--- src/msd_pkg.sv ---
// Purpose: Shared constants and types of the motion start dispatcher
// Assumes: One clock domain, APB register access with 32-bit data
// Notes:   Offsets are byte addresses, one aligned word per register
`default_nettype none
package msd_pkg;
  // ==========================================================
  // Register offsets
  localparam logic [7:0] OFS_CFG    = 8'h00;
  localparam logic [7:0] OFS_HSPD   = 8'h04;
  localparam logic [7:0] OFS_HACC   = 8'h08;
  localparam logic [7:0] OFS_HSTRT  = 8'h0c;
  localparam logic [7:0] OFS_HOFS   = 8'h10;
  localparam logic [7:0] OFS_HCUR   = 8'h14;
  localparam logic [7:0] OFS_MAPLO  = 8'h18;
  localparam logic [7:0] OFS_MAPHI  = 8'h1c;
  localparam logic [7:0] OFS_STAT   = 8'h20;
  // ==========================================================
  // Field positions
  localparam int CFG_ALMEN  = 0;
  localparam int CFG_MODE   = 1;
  localparam int CFG_DIR    = 3;
  localparam int CFG_SENSOR_INPUT_A   = 4;
  localparam int CFG_TIM    = 5;
  localparam int STAT_ALM   = 0;
  localparam int STAT_ORG   = 1;
  localparam int STAT_STATE = 4;
  localparam int STAT_SEQ   = 8;
  localparam int MAP_LANE   = 8;
  // ==========================================================
  // Reset values
  localparam logic       RST_ALMEN = 1'b0;
  localparam logic [1:0] RST_MODE  = 2'h1;
  localparam logic       RST_DIR   = 1'b1;
  localparam logic       RST_SENSOR_INPUT_A  = 1'b0;
  localparam logic       RST_TIM   = 1'b0;
  localparam logic [19:0] RST_HSPD  = 20'h003e8;
  localparam logic [19:0] RST_HACC  = 20'h003e8;
  localparam logic [19:0] RST_HSTRT = 20'h001f4;
  localparam logic [23:0] RST_HOFS  = 24'h000000;
  localparam logic [9:0]  RST_HCUR  = 10'h3e8;
  // ==========================================================
  // Types
  typedef enum logic [2:0] {
    ST_IDLE  = 3'b000,
    ST_POS   = 3'b001,
    ST_HOME  = 3'b010,
    ST_CONT  = 3'b011,
    ST_DECEL = 3'b100
  } msd_state_t;
  typedef enum logic [1:0] {
    MV_SINGLE = 2'b00,
    MV_SEQ    = 2'b01,
    MV_DIRECT = 2'b10,
    MV_HOME   = 2'b11
  } msd_move_t;
endpackage
`default_nettype wire

--- src/msd_dispatch.sv ---
// Purpose: Decode start inputs and dispatch positioning, origin and run moves
// Assumes: Inputs synchronous to clk_sys; profile generator reports motionDone
// Notes:   APB slave always ready; unmapped addresses answer with pslverr
`timescale 1ns/100ps
`default_nettype none
module msd_dispatch #(
  parameter int NUM_DIRECT = 6,
  parameter int DATA_W     = 6
) (
  input  wire logic              clk_sys,
  input  wire logic              reset,
  input  wire logic              clkEn,
  // APB slave
  input  wire logic [7:0]        paddr,
  input  wire logic              psel,
  input  wire logic              penable,
  input  wire logic              pwrite,
  input  wire logic [31:0]       pwdata,
  output logic [31:0]            prdata,
  output logic                   pready,
  output logic                   pslverr,
  // Host start inputs
  input  wire logic [DATA_W-1:0] dataSelect,
  input  wire logic              singleStartInput,
  input  wire logic              sequential_start_input,
  input  wire logic [NUM_DIRECT-1:0] directPositionInput,
  input  wire logic              originReturnInput,
  input  wire logic              forward_run_input,
  input  wire logic              reverse_run_input,
  input  wire logic              sensor_input_a,
  input  wire logic              excitation_timing_signal,
  // Profile generator feedback
  input  wire logic              motionDone,
  // Move commands
  output logic                   moveStart,
  output logic [1:0]             moveKind,
  output logic [DATA_W-1:0]      moveDataNo,
  output logic                   runFwd,
  output logic                   runRvs,
  output logic                   runDecel,
  output logic [DATA_W-1:0]      runDataNo,
  output logic                   runSpeedChange,
  // Origin search settings
  output logic [1:0]             homeMode,
  output logic                   homeDirPos,
  output logic [19:0]            homeSpeed,
  output logic [19:0]            homeAccel,
  output logic [19:0]            homeStartSpeed,
  output logic [23:0]            homeOffset,
  output logic [9:0]             homePushCurrent,
  output logic                   homeQualOk,
  // Status
  output logic                   originReached,
  output logic                   alarmOut
);

  // ==========================================================
  // Registers
  logic              almEn_ff;
  logic [1:0]        mode_ff;
  logic              dir_ff;
  logic              slitEn_ff;
  logic              timEn_ff;
  logic [19:0]       hSpd_ff;
  logic [19:0]       hAcc_ff;
  logic [19:0]       hStrt_ff;
  logic [23:0]       hOfs_ff;
  logic [9:0]        hCur_ff;
  logic [DATA_W-1:0] map_ff [NUM_DIRECT];
  logic              alarm_ff;
  logic              origin_ff;
  logic [DATA_W-1:0] seqNo_ff;
  logic              runDirFwd_ff;
  logic [DATA_W-1:0] runNo_ff;
  logic              spdChg_ff;
  logic              mvStart_ff;
  logic [1:0]        mvKind_ff;
  logic [DATA_W-1:0] mvNo_ff;
  logic              startPrev_ff;
  logic              seqPrev_ff;
  logic              homePrev_ff;
  logic [NUM_DIRECT-1:0] msPrev_ff;
  msd_pkg::msd_state_t state_ff;
  msd_pkg::msd_state_t nxt_state;

  // ==========================================================
  // APB decode
  wire wrEn    = psel & penable & pwrite;
  wire selCfg  = paddr == msd_pkg::OFS_CFG;
  wire selSpd  = paddr == msd_pkg::OFS_HSPD;
  wire selAcc  = paddr == msd_pkg::OFS_HACC;
  wire selStrt = paddr == msd_pkg::OFS_HSTRT;
  wire selOfs  = paddr == msd_pkg::OFS_HOFS;
  wire selCur  = paddr == msd_pkg::OFS_HCUR;
  wire selLo   = paddr == msd_pkg::OFS_MAPLO;
  wire selHi   = paddr == msd_pkg::OFS_MAPHI;
  wire selStat = paddr == msd_pkg::OFS_STAT;
  wire mapped  = selCfg | selSpd | selAcc | selStrt | selOfs | selCur
               | selLo | selHi | selStat;
  wire almClr  = wrEn & selStat & pwdata[msd_pkg::STAT_ALM];

  // Map read words, one byte lane per direct input
  logic [31:0] mapLoWord;
  logic [31:0] mapHiWord;

  // Read data mux
  wire [31:0] cfgWord = {26'h0, timEn_ff, slitEn_ff, dir_ff, mode_ff, almEn_ff};
  wire [31:0] statWord = {18'h0, seqNo_ff, 1'b0, state_ff, 2'h0, origin_ff, alarm_ff};
  assign prdata = selCfg  ? cfgWord :
                  selSpd  ? {12'h0, hSpd_ff} :
                  selAcc  ? {12'h0, hAcc_ff} :
                  selStrt ? {12'h0, hStrt_ff} :
                  selOfs  ? {{8{hOfs_ff[23]}}, hOfs_ff} :
                  selCur  ? {22'h0, hCur_ff} :
                  selLo   ? mapLoWord :
                  selHi   ? mapHiWord :
                  selStat ? statWord : 32'h0;
  assign pready  = 1'b1;
  assign pslverr = psel & penable & ~mapped;

  // ==========================================================
  // Configuration registers
  always_ff @(posedge clk_sys)
  begin
    if (reset)
    begin
      almEn_ff  <= msd_pkg::RST_ALMEN;
      mode_ff   <= msd_pkg::RST_MODE;
      dir_ff    <= msd_pkg::RST_DIR;
      slitEn_ff <= msd_pkg::RST_SENSOR_INPUT_A;
      timEn_ff  <= msd_pkg::RST_TIM;
    end
    else if (clkEn && wrEn && selCfg)
    begin
      almEn_ff  <= pwdata[msd_pkg::CFG_ALMEN];
      mode_ff   <= pwdata[msd_pkg::CFG_MODE +: 2];
      dir_ff    <= pwdata[msd_pkg::CFG_DIR];
      slitEn_ff <= pwdata[msd_pkg::CFG_SENSOR_INPUT_A];
      timEn_ff  <= pwdata[msd_pkg::CFG_TIM];
    end
  end

  // Origin search numeric settings
  always_ff @(posedge clk_sys)
  begin
    if (reset)
    begin
      hSpd_ff  <= msd_pkg::RST_HSPD;
      hAcc_ff  <= msd_pkg::RST_HACC;
      hStrt_ff <= msd_pkg::RST_HSTRT;
      hOfs_ff  <= msd_pkg::RST_HOFS;
      hCur_ff  <= msd_pkg::RST_HCUR;
    end
    else if (clkEn && wrEn)
    begin
      if (selSpd)
        hSpd_ff <= pwdata[19:0];
      if (selAcc)
        hAcc_ff <= pwdata[19:0];
      if (selStrt)
        hStrt_ff <= pwdata[19:0];
      if (selOfs)
        hOfs_ff <= pwdata[23:0];
      if (selCur)
        hCur_ff <= pwdata[9:0];
    end
  end

  // ==========================================================
  // Direct-position maps, one byte lane each
  logic [NUM_DIRECT-1:0] msRise;
  logic [DATA_W-1:0] msNo [NUM_DIRECT+1];
  assign msNo[NUM_DIRECT] = '0;
  assign msRise = directPositionInput & ~msPrev_ff;

  genvar gi;
  generate
    for (gi = 0; gi < NUM_DIRECT; gi++)
    begin : g_map
      localparam int LANE = (gi % 4) * msd_pkg::MAP_LANE;
      wire selMine = (gi < 4) ? selLo : selHi;
      always_ff @(posedge clk_sys)
      begin
        if (reset)
          map_ff[gi] <= DATA_W'(gi);
        else if (clkEn && wrEn && selMine)
          map_ff[gi] <= pwdata[LANE +: DATA_W];
      end
      // Lowest raised input wins
      assign msNo[gi] = msRise[gi] ? map_ff[gi] : msNo[gi+1];
      if (gi < 4)
      begin : g_lo
        assign mapLoWord[LANE +: 8] = {{(8-DATA_W){1'b0}}, map_ff[gi]};
      end
      else
      begin : g_hi
        assign mapHiWord[LANE +: 8] = {{(8-DATA_W){1'b0}}, map_ff[gi]};
      end
    end
  endgenerate
  // Unused upper lanes read as zero; a full word needs no padding
  if (NUM_DIRECT < 4)
  begin : g_lo_pad
    assign mapLoWord[31:8*NUM_DIRECT] = '0;
  end
  if (NUM_DIRECT < 8)
  begin : g_hi_pad
    assign mapHiWord[31:8*(NUM_DIRECT > 4 ? NUM_DIRECT - 4 : 0)] = '0;
  end

  // ==========================================================
  // Start edge detection
  wire startRise = singleStartInput & ~startPrev_ff;
  wire seqRise   = sequential_start_input & ~seqPrev_ff;
  wire homeRise  = originReturnInput & ~homePrev_ff;
  wire anyMs     = |msRise;
  wire posReq    = startRise | seqRise | anyMs;
  wire runOne    = forward_run_input ^ reverse_run_input;
  wire runBoth   = forward_run_input & reverse_run_input;
  wire isIdle    = state_ff == msd_pkg::ST_IDLE;
  // Positioning refused without origin when the alarm is enabled
  wire almHit    = isIdle & ~alarm_ff & ~homeRise & posReq
                 & ~origin_ff & almEn_ff;
  wire launchPos = isIdle & ~alarm_ff & ~homeRise & posReq & ~almHit;
  wire launchHom = isIdle & ~alarm_ff & homeRise;
  wire launchRun = isIdle & ~alarm_ff & ~homeRise & ~posReq & runOne;
  wire sameDir   = forward_run_input == runDirFwd_ff;
  wire resume    = (state_ff == msd_pkg::ST_DECEL) & runOne & sameDir;

  // Move kind and number by priority: single, sequential, direct
  wire [1:0] selKind = startRise ? msd_pkg::MV_SINGLE :
                       seqRise   ? msd_pkg::MV_SEQ : msd_pkg::MV_DIRECT;
  wire [DATA_W-1:0] selNo = startRise ? dataSelect :
                            seqRise   ? seqNo_ff : msNo[0];

  always_ff @(posedge clk_sys)
  begin
    if (reset)
    begin
      startPrev_ff <= 1'b0;
      seqPrev_ff   <= 1'b0;
      homePrev_ff  <= 1'b0;
      msPrev_ff    <= '0;
    end
    else if (clkEn)
    begin
      startPrev_ff <= singleStartInput;
      seqPrev_ff   <= sequential_start_input;
      homePrev_ff  <= originReturnInput;
      msPrev_ff    <= directPositionInput;
    end
  end

  // ==========================================================
  // Dispatch state machine
  always_comb
  begin
    nxt_state = state_ff;
    unique case (state_ff)
      msd_pkg::ST_IDLE:
        if (launchHom)
          nxt_state = msd_pkg::ST_HOME;
        else if (launchPos)
          nxt_state = msd_pkg::ST_POS;
        else if (launchRun)
          nxt_state = msd_pkg::ST_CONT;
      msd_pkg::ST_POS, msd_pkg::ST_HOME:
        if (motionDone)
          nxt_state = msd_pkg::ST_IDLE;
      msd_pkg::ST_CONT:
        if (runBoth || !runOne || !sameDir)
          nxt_state = msd_pkg::ST_DECEL;
      msd_pkg::ST_DECEL:
        if (resume)
          nxt_state = msd_pkg::ST_CONT;
        else if (motionDone)
          nxt_state = msd_pkg::ST_IDLE;
      default:
        nxt_state = msd_pkg::ST_IDLE;
    endcase
  end

  always_ff @(posedge clk_sys)
  begin
    if (reset)
      state_ff <= msd_pkg::ST_IDLE;
    else if (clkEn)
      state_ff <= nxt_state;
  end

  // ==========================================================
  // Move command launch, one pulse per accepted start
  always_ff @(posedge clk_sys)
  begin
    if (reset)
    begin
      mvStart_ff <= 1'b0;
      mvKind_ff  <= msd_pkg::MV_SINGLE;
      mvNo_ff    <= '0;
      seqNo_ff   <= '0;
    end
    else if (clkEn)
    begin
      mvStart_ff <= launchPos | launchHom;
      if (launchHom)
        mvKind_ff <= msd_pkg::MV_HOME;
      else if (launchPos)
      begin
        mvKind_ff <= selKind;
        mvNo_ff   <= selNo;
        seqNo_ff  <= selNo + 1'b1;
      end
    end
  end

  // ==========================================================
  // Origin flag and alarm; set wins over software clear
  always_ff @(posedge clk_sys)
  begin
    if (reset)
    begin
      origin_ff <= 1'b0;
      alarm_ff  <= 1'b0;
    end
    else if (clkEn)
    begin
      if (launchHom)
        origin_ff <= 1'b0;
      else if (state_ff == msd_pkg::ST_HOME && motionDone)
        origin_ff <= 1'b1;
      if (almHit)
        alarm_ff <= 1'b1;
      else if (almClr)
        alarm_ff <= 1'b0;
    end
  end

  // ==========================================================
  // Continuous run direction and speed tracking
  always_ff @(posedge clk_sys)
  begin
    if (reset)
    begin
      runDirFwd_ff <= 1'b1;
      runNo_ff     <= '0;
      spdChg_ff    <= 1'b0;
    end
    else if (clkEn)
    begin
      if (launchRun)
        runDirFwd_ff <= forward_run_input;
      runNo_ff  <= dataSelect;
      spdChg_ff <= (state_ff == msd_pkg::ST_CONT)
                 & (dataSelect != runNo_ff);
    end
  end

  // ==========================================================
  // Outputs
  assign moveStart       = mvStart_ff;
  assign moveKind        = mvKind_ff;
  assign moveDataNo      = mvNo_ff;
  assign runFwd          = (state_ff == msd_pkg::ST_CONT) & runDirFwd_ff;
  assign runRvs          = (state_ff == msd_pkg::ST_CONT) & ~runDirFwd_ff;
  assign runDecel        = state_ff == msd_pkg::ST_DECEL;
  assign runDataNo       = runNo_ff;
  assign runSpeedChange  = spdChg_ff;
  assign homeMode        = mode_ff;
  assign homeDirPos      = dir_ff;
  assign homeSpeed       = hSpd_ff;
  assign homeAccel       = hAcc_ff;
  assign homeStartSpeed  = hStrt_ff;
  assign homeOffset      = hOfs_ff;
  assign homePushCurrent = hCur_ff;
  // Search qualifier from optional sensor_input_a and timing inputs
  assign homeQualOk      = (~slitEn_ff | sensor_input_a)
                         & (~timEn_ff | excitation_timing_signal);
  assign originReached   = origin_ff;
  assign alarmOut        = alarm_ff;

endmodule // msd_dispatch
`default_nettype wire

--- config.mk ---
export PLATFORM = sky130hd
export DESIGN_NAME = msd_dispatch
export DESIGN_NICKNAME = d
export VERILOG_FILES = /design/src/msd_pkg.sv /design/src/msd_dispatch.sv
export SDC_FILE = /design/constraint.sdc
export NUM_CORES = 1
export LEC_CHECK = 0
export BUFFER_PORTS_ARGS = -buffer_cell sky130_fd_sc_hd__buf_2
export CORE_MARGIN = 4
export CORE_UTILIZATION = 25
export DETAILED_ROUTE_END_ITERATION = 10
export PLACE_DENSITY = 0.48
export SYNTH_ARGS = -nofsm -noshare
export SYNTH_HDL_FRONTEND = slang
export SYNTH_SLANG_ARGS = --single-unit
--- constraint.sdc ---
create_clock -name clk_sys -period 2.7 [get_ports clk_sys]
set_input_delay 0.135 -clock clk_sys [delete_from_list [all_inputs] [get_ports clk_sys]]
set_output_delay 0.135 -clock clk_sys [all_outputs]
set_load 0.005 [all_outputs]
==> results list <==
- Worst Reg2Reg Path Length in Cells: 9
- Total I/O pin count: 219
- Max FO, Critical Path: 8
- The worst register-to-register path ends at seqNo_ff[4]$_SDFFE_PP0P_.
* Number of maximum-capacitance violations: 0
- Unrepaired setup endpoints after global routing: no
* Syn Std Cell Area: 0.00833 sq mm
- Final antenna-violating net count: 0
* Initial cell density of the core: 25.5%
- 1st-pass router iterations: 7
* Die H: 191 um
- Min-Delay Path Class: in -> reg
- Across the VDD grid, the largest voltage drop is 0.476 mV.
- Synthesis-to-finish area growth: 32.1%
* Average vias per placed instance: 4.92
- Leakage power figure: 4.61 nW
- The detailed router finished its first iteration with 724 violations.
- The number of antenna violations at the first check in global routing came to 0.
- Site row count: 66
- Sequential cells were found to cover 45.9% of the synthesized design area.
* Number of distinct standard cells referenced by the synthesized netlist: 72
- The startpoint identified for the worst register-to-register timing path is msPrev_ff[0]$_SDFFE_PP0P_.
- Met3 demand-to-capacity share in global routing: 5.33%
* Skew final: 0.00856 ns
- The worst hold path was traced through 3 stages.
* First-pass GRT wire length: 51900 um
* Critical setup path kind: in -> reg
- In this run the number of H-tree levels came out at 4.
* Power consumption: 0.00603 W
* Post-Syn Instances: 991
- Averaged over all synthesized cells, the footprint is 8.41 sq um.
- Final layout net count: 1308
* Hpwl dp: 25900 um
- For this run, the total global-route usage over all layers was measured as 18.9%.
- Floorplan die area: 0.0363 sq mm
* Number of setup violations in the final report: 0
- After clock tree synthesis, the clock-pin slew on the worst setup and hold paths is 0.08 ns.
- The tree is rooted in a clkbuf_16.
* Vias post-DR: 8347
- Sinks on Clock Net: 173
- Number of endpoints with negative hold slack in the final report: 0
- Post-synthesis async set-or-reset flop share: 0%
- Summed over all layers, the global routing overflow is 0.
- Routed Wire Length: 35100 um
- The worst hold path begins at pwdata[6].
- Min-Delay Endpoint: homeOffset[6]$_SDFFE_PP0P_
- Of the cells placed in the final design, the portion with a size suffix greater than 1 is 25.4%.
* GR Layer Usage met1: 25.8%
- 0 antenna diodes ended up in the layout.
* #FFs+latches synth: 173
- Critical Path AT: 2.90 ns
* GR peak layer: met2
- The number of global-route vias before repair was 8139.
* Maximum number of pins on one net before global-route repair: 47
- Routability cong.: 0.846
- For the pin with the worst max-slew slack, the measured transition is 0.673 ns.
- Measured against its own limit, the worst slew margin works out to 55.0%.
* Avg WL per Cell: 20.7 um
- Result of the run: finished clean
* Die Width: 191 um
* Synth warnings: 0
- CP Capture Type: flop
* Core ar.: 0.0327 sq mm
- Primary FF master, synth: dfxtp_1
- Count of unresolved DRC violations after routing: 0
* Aggregate negative setup slack: 0 ns
- Data on the critical path is required at its endpoint by 3.05 ns.
- Post-CTS sizing: 0
- STA classifies the critical path startpoint as an input port.
- Final standard cell utilization of the core: 33.7%
- Power density over the cells: 548 mW/mm^2
- R2R Setup Slk: 0.29 ns
- For this run, the top clock speed supported by timing is 393 MHz.
- Post-synth net total: 1058
- Dividing the final minimum period by the clock period gives 94.1%.
* Max Root-Sink Buffers: 2
- Max Slew Vio Count: 0
- Shortest period the worst path allows: 2.54 ns
* EDFF count, synth: 36
- TritonCTS clock tree: yes
- In the global route stage, met2 resource usage came out at 29.5%.
* Clock insertion delay at the later pin of the skew report: 0.44 ns
- Number of CTS-inserted buffers: 17
- Buffers placed on the I/O ports in this run total 215.
-- flip-flops by register name, summed over array words and instances (netlist names), 2 cells and up --
register / flops
homeOffset: 24
homePushCurrent: 10
homeAccel: 20
seqNo_ff: 6
msPrev_ff: 6
runDataNo: 6
moveDataNo: 6
homeSpeed: 20
state_ff: 3
homeStartSpeed: 20
map_ff: 36
moveKind: 2
homeMode: 2
-- metrics by stage --
step | instance area [sq um] | instances | hold slack (ns) | setup slack, ns
after floorplan | 8330 | 991 | 0.259 | 0.407
after global placement | 10100 | 1630 | 0.387 | 0.332
after detailed placement | 10100 | 1630 | 0.392 | 0.337
after CTS | 11000 | 1696 | 0.000627 | 0.181
after global routing | 11000 | 1696 | 0.00458 | 0.0154
final | 11000 | 1696 | 0.0218 | 0.158
-- cells in the final DEF, fill, tap and decap left out, types with 3 or more instances in the layout --
| master | synthesis | layout |
|---|---|---|
| o211ai_1 | 10 | 10 |
| or3_1 | 3 | 3 |
| nand2b_1 | 20 | 20 |
| nor3_2 | 1 | 3 |
| inv_6 | 0 | 3 |
| dfxtp_1 | 137 | 137 |
| o22ai_1 | 5 | 5 |
| inv_1 | 12 | 12 |
| o221ai_1 | 3 | 3 |
| a221oi_1 | 10 | 10 |
| nor2b_1 | 12 | 12 |
| clkbuf_16 | 0 | 18 |
| a211oi_2 | 3 | 3 |
| xor2_1 | 5 | 5 |
| buf_4 | 4 | 48 |
| nor4_1 | 3 | 3 |
| and3_1 | 11 | 11 |
| nand3_1 | 33 | 33 |
| o21ai_0 | 28 | 28 |
| a31oi_1 | 5 | 5 |
| and3b_1 | 3 | 3 |
| a222oi_1 | 7 | 7 |
| buf_2 | 7 | 214 |
| o21ai_1 | 3 | 3 |
| o31a_1 | 3 | 3 |
| xnor2_1 | 3 | 3 |
| a22oi_1 | 16 | 16 |
| mux2i_1 | 40 | 40 |
| a21oi_1 | 104 | 104 |
| a211oi_1 | 3 | 3 |
| edfxtp_1 | 36 | 36 |
| nor2_1 | 63 | 62 |
| nor3_1 | 19 | 17 |
| a22o_1 | 6 | 6 |
| nand2_1 | 239 | 239 |
| and2_1 | 35 | 35 |
| o31ai_1 | 3 | 3 |
| dlygate4sd3_1 | 0 | 34 |
| inv_8 | 0 | 6 |
-- synthesized netlist by cell type, types with 4 or more instances --
master    instances  area, sq um
mux2i_1          40          400
nor2_1           63          236
xor2_1            5         43.8
a31oi_1           5         31.3
nor3_1           19         95.1
o22ai_1           5         31.3
buf_2             7         35.0
and2_1           35          219
dfxtp_1         137         2740
a222oi_1          7         70.1
inv_1            12         45.0
a221oi_1         10         87.6
and3_1           11         68.8
nand2_1         239          897
nand3_1          33          165
o21ai_0          28          140
clkbuf_1         47          176
a22o_1            6         52.6
o211ai_1         10         75.1
nor2b_1          12         75.1
edfxtp_1         36         1080
buf_4             4         30.0
a22oi_1          16          120
a21oi_1         104          521
nand2b_1         20          125
buf_1             5         18.8
-- worst max-delay path, cell delays in order --
cell and delay [ns]:
dlygate4sd3_1 0.56, buf_2 0.15, nor2b_1 0.24, nor4_4 0.51
o221ai_1 0.24, o21a_1 0.27, inv_1 0.07, ha_1 0.17
inv_1 0.07, o31a_1 0.29, o31ai_1 0.19
-- kinds of logic after synthesis --
group / share of synthesized area, %
compound gates: 18.2
xor+xnor: 0.841
fa+ha+maj: 0.150
buf+inv: 4.11
flops: 45.9
mux: 5.62
other cells: 0.0450
simple gates: 25.2
-- worst max-delay path by stage --
| stage | start | to | depth (start not counted) |
|---|---|---|---|
| 6_report | directPositionInput[0] | seqNo_ff[4]$_SDFFE_PP0P_ | 11 |
| 3_5_place_dp | directPositionInput[0] | seqNo_ff[4]$_SDFFE_PP0P_ | 10 |
| 5_1_grt | directPositionInput[0] | seqNo_ff[4]$_SDFFE_PP0P_ | 11 |
| 2_1_floorplan | paddr[3] | map_ff[0][0]$_SDFFCE_PN0P_ | 7 |
| 3_3_place_gp | msPrev_ff[5]$_SDFFE_PP0P_ | seqNo_ff[4]$_SDFFE_PP0P_ | 8 |
| 4_1_cts | directPositionInput[0] | seqNo_ff[4]$_SDFFE_PP0P_ | 11 |
-- final cells by class --
type,count,area (sq um)
Inverter,12,45.0
Multi-Input combinational cell,740,4180
Sequential cell,173,3820
Clock buffer,18,450
Fill cell,3546,21700
Tap cell,442,553
Timing Repair Buffer,297,1790
Clock inverter,14,163
-- power breakdown --
part | internal (W) | switching [W] | total (W)
logic | 0.000266 | 0.000395 | 0.000661
registers | 0.00271 | 0.0000620 | 0.00277
clock network | 0.00138 | 0.00122 | 0.00260
-- metal layers --
layer  routed length [um]  vias up  share of wire, %
met3                 2410       32               6.9
met5                    0        -                 0
met2                15900      276                45
met4                  675        0               1.9
li1                     -     3983                 -
met1                16000     4056                46
-- repair_timing --
action	4_1_cts	5_1_grt
setup buffers	0	0
setup endpoints to repair	0	0
hold endpoints to repair	69	0
hold buffers	34	0
Note: power is estimated with default switching activity, not from simulation.
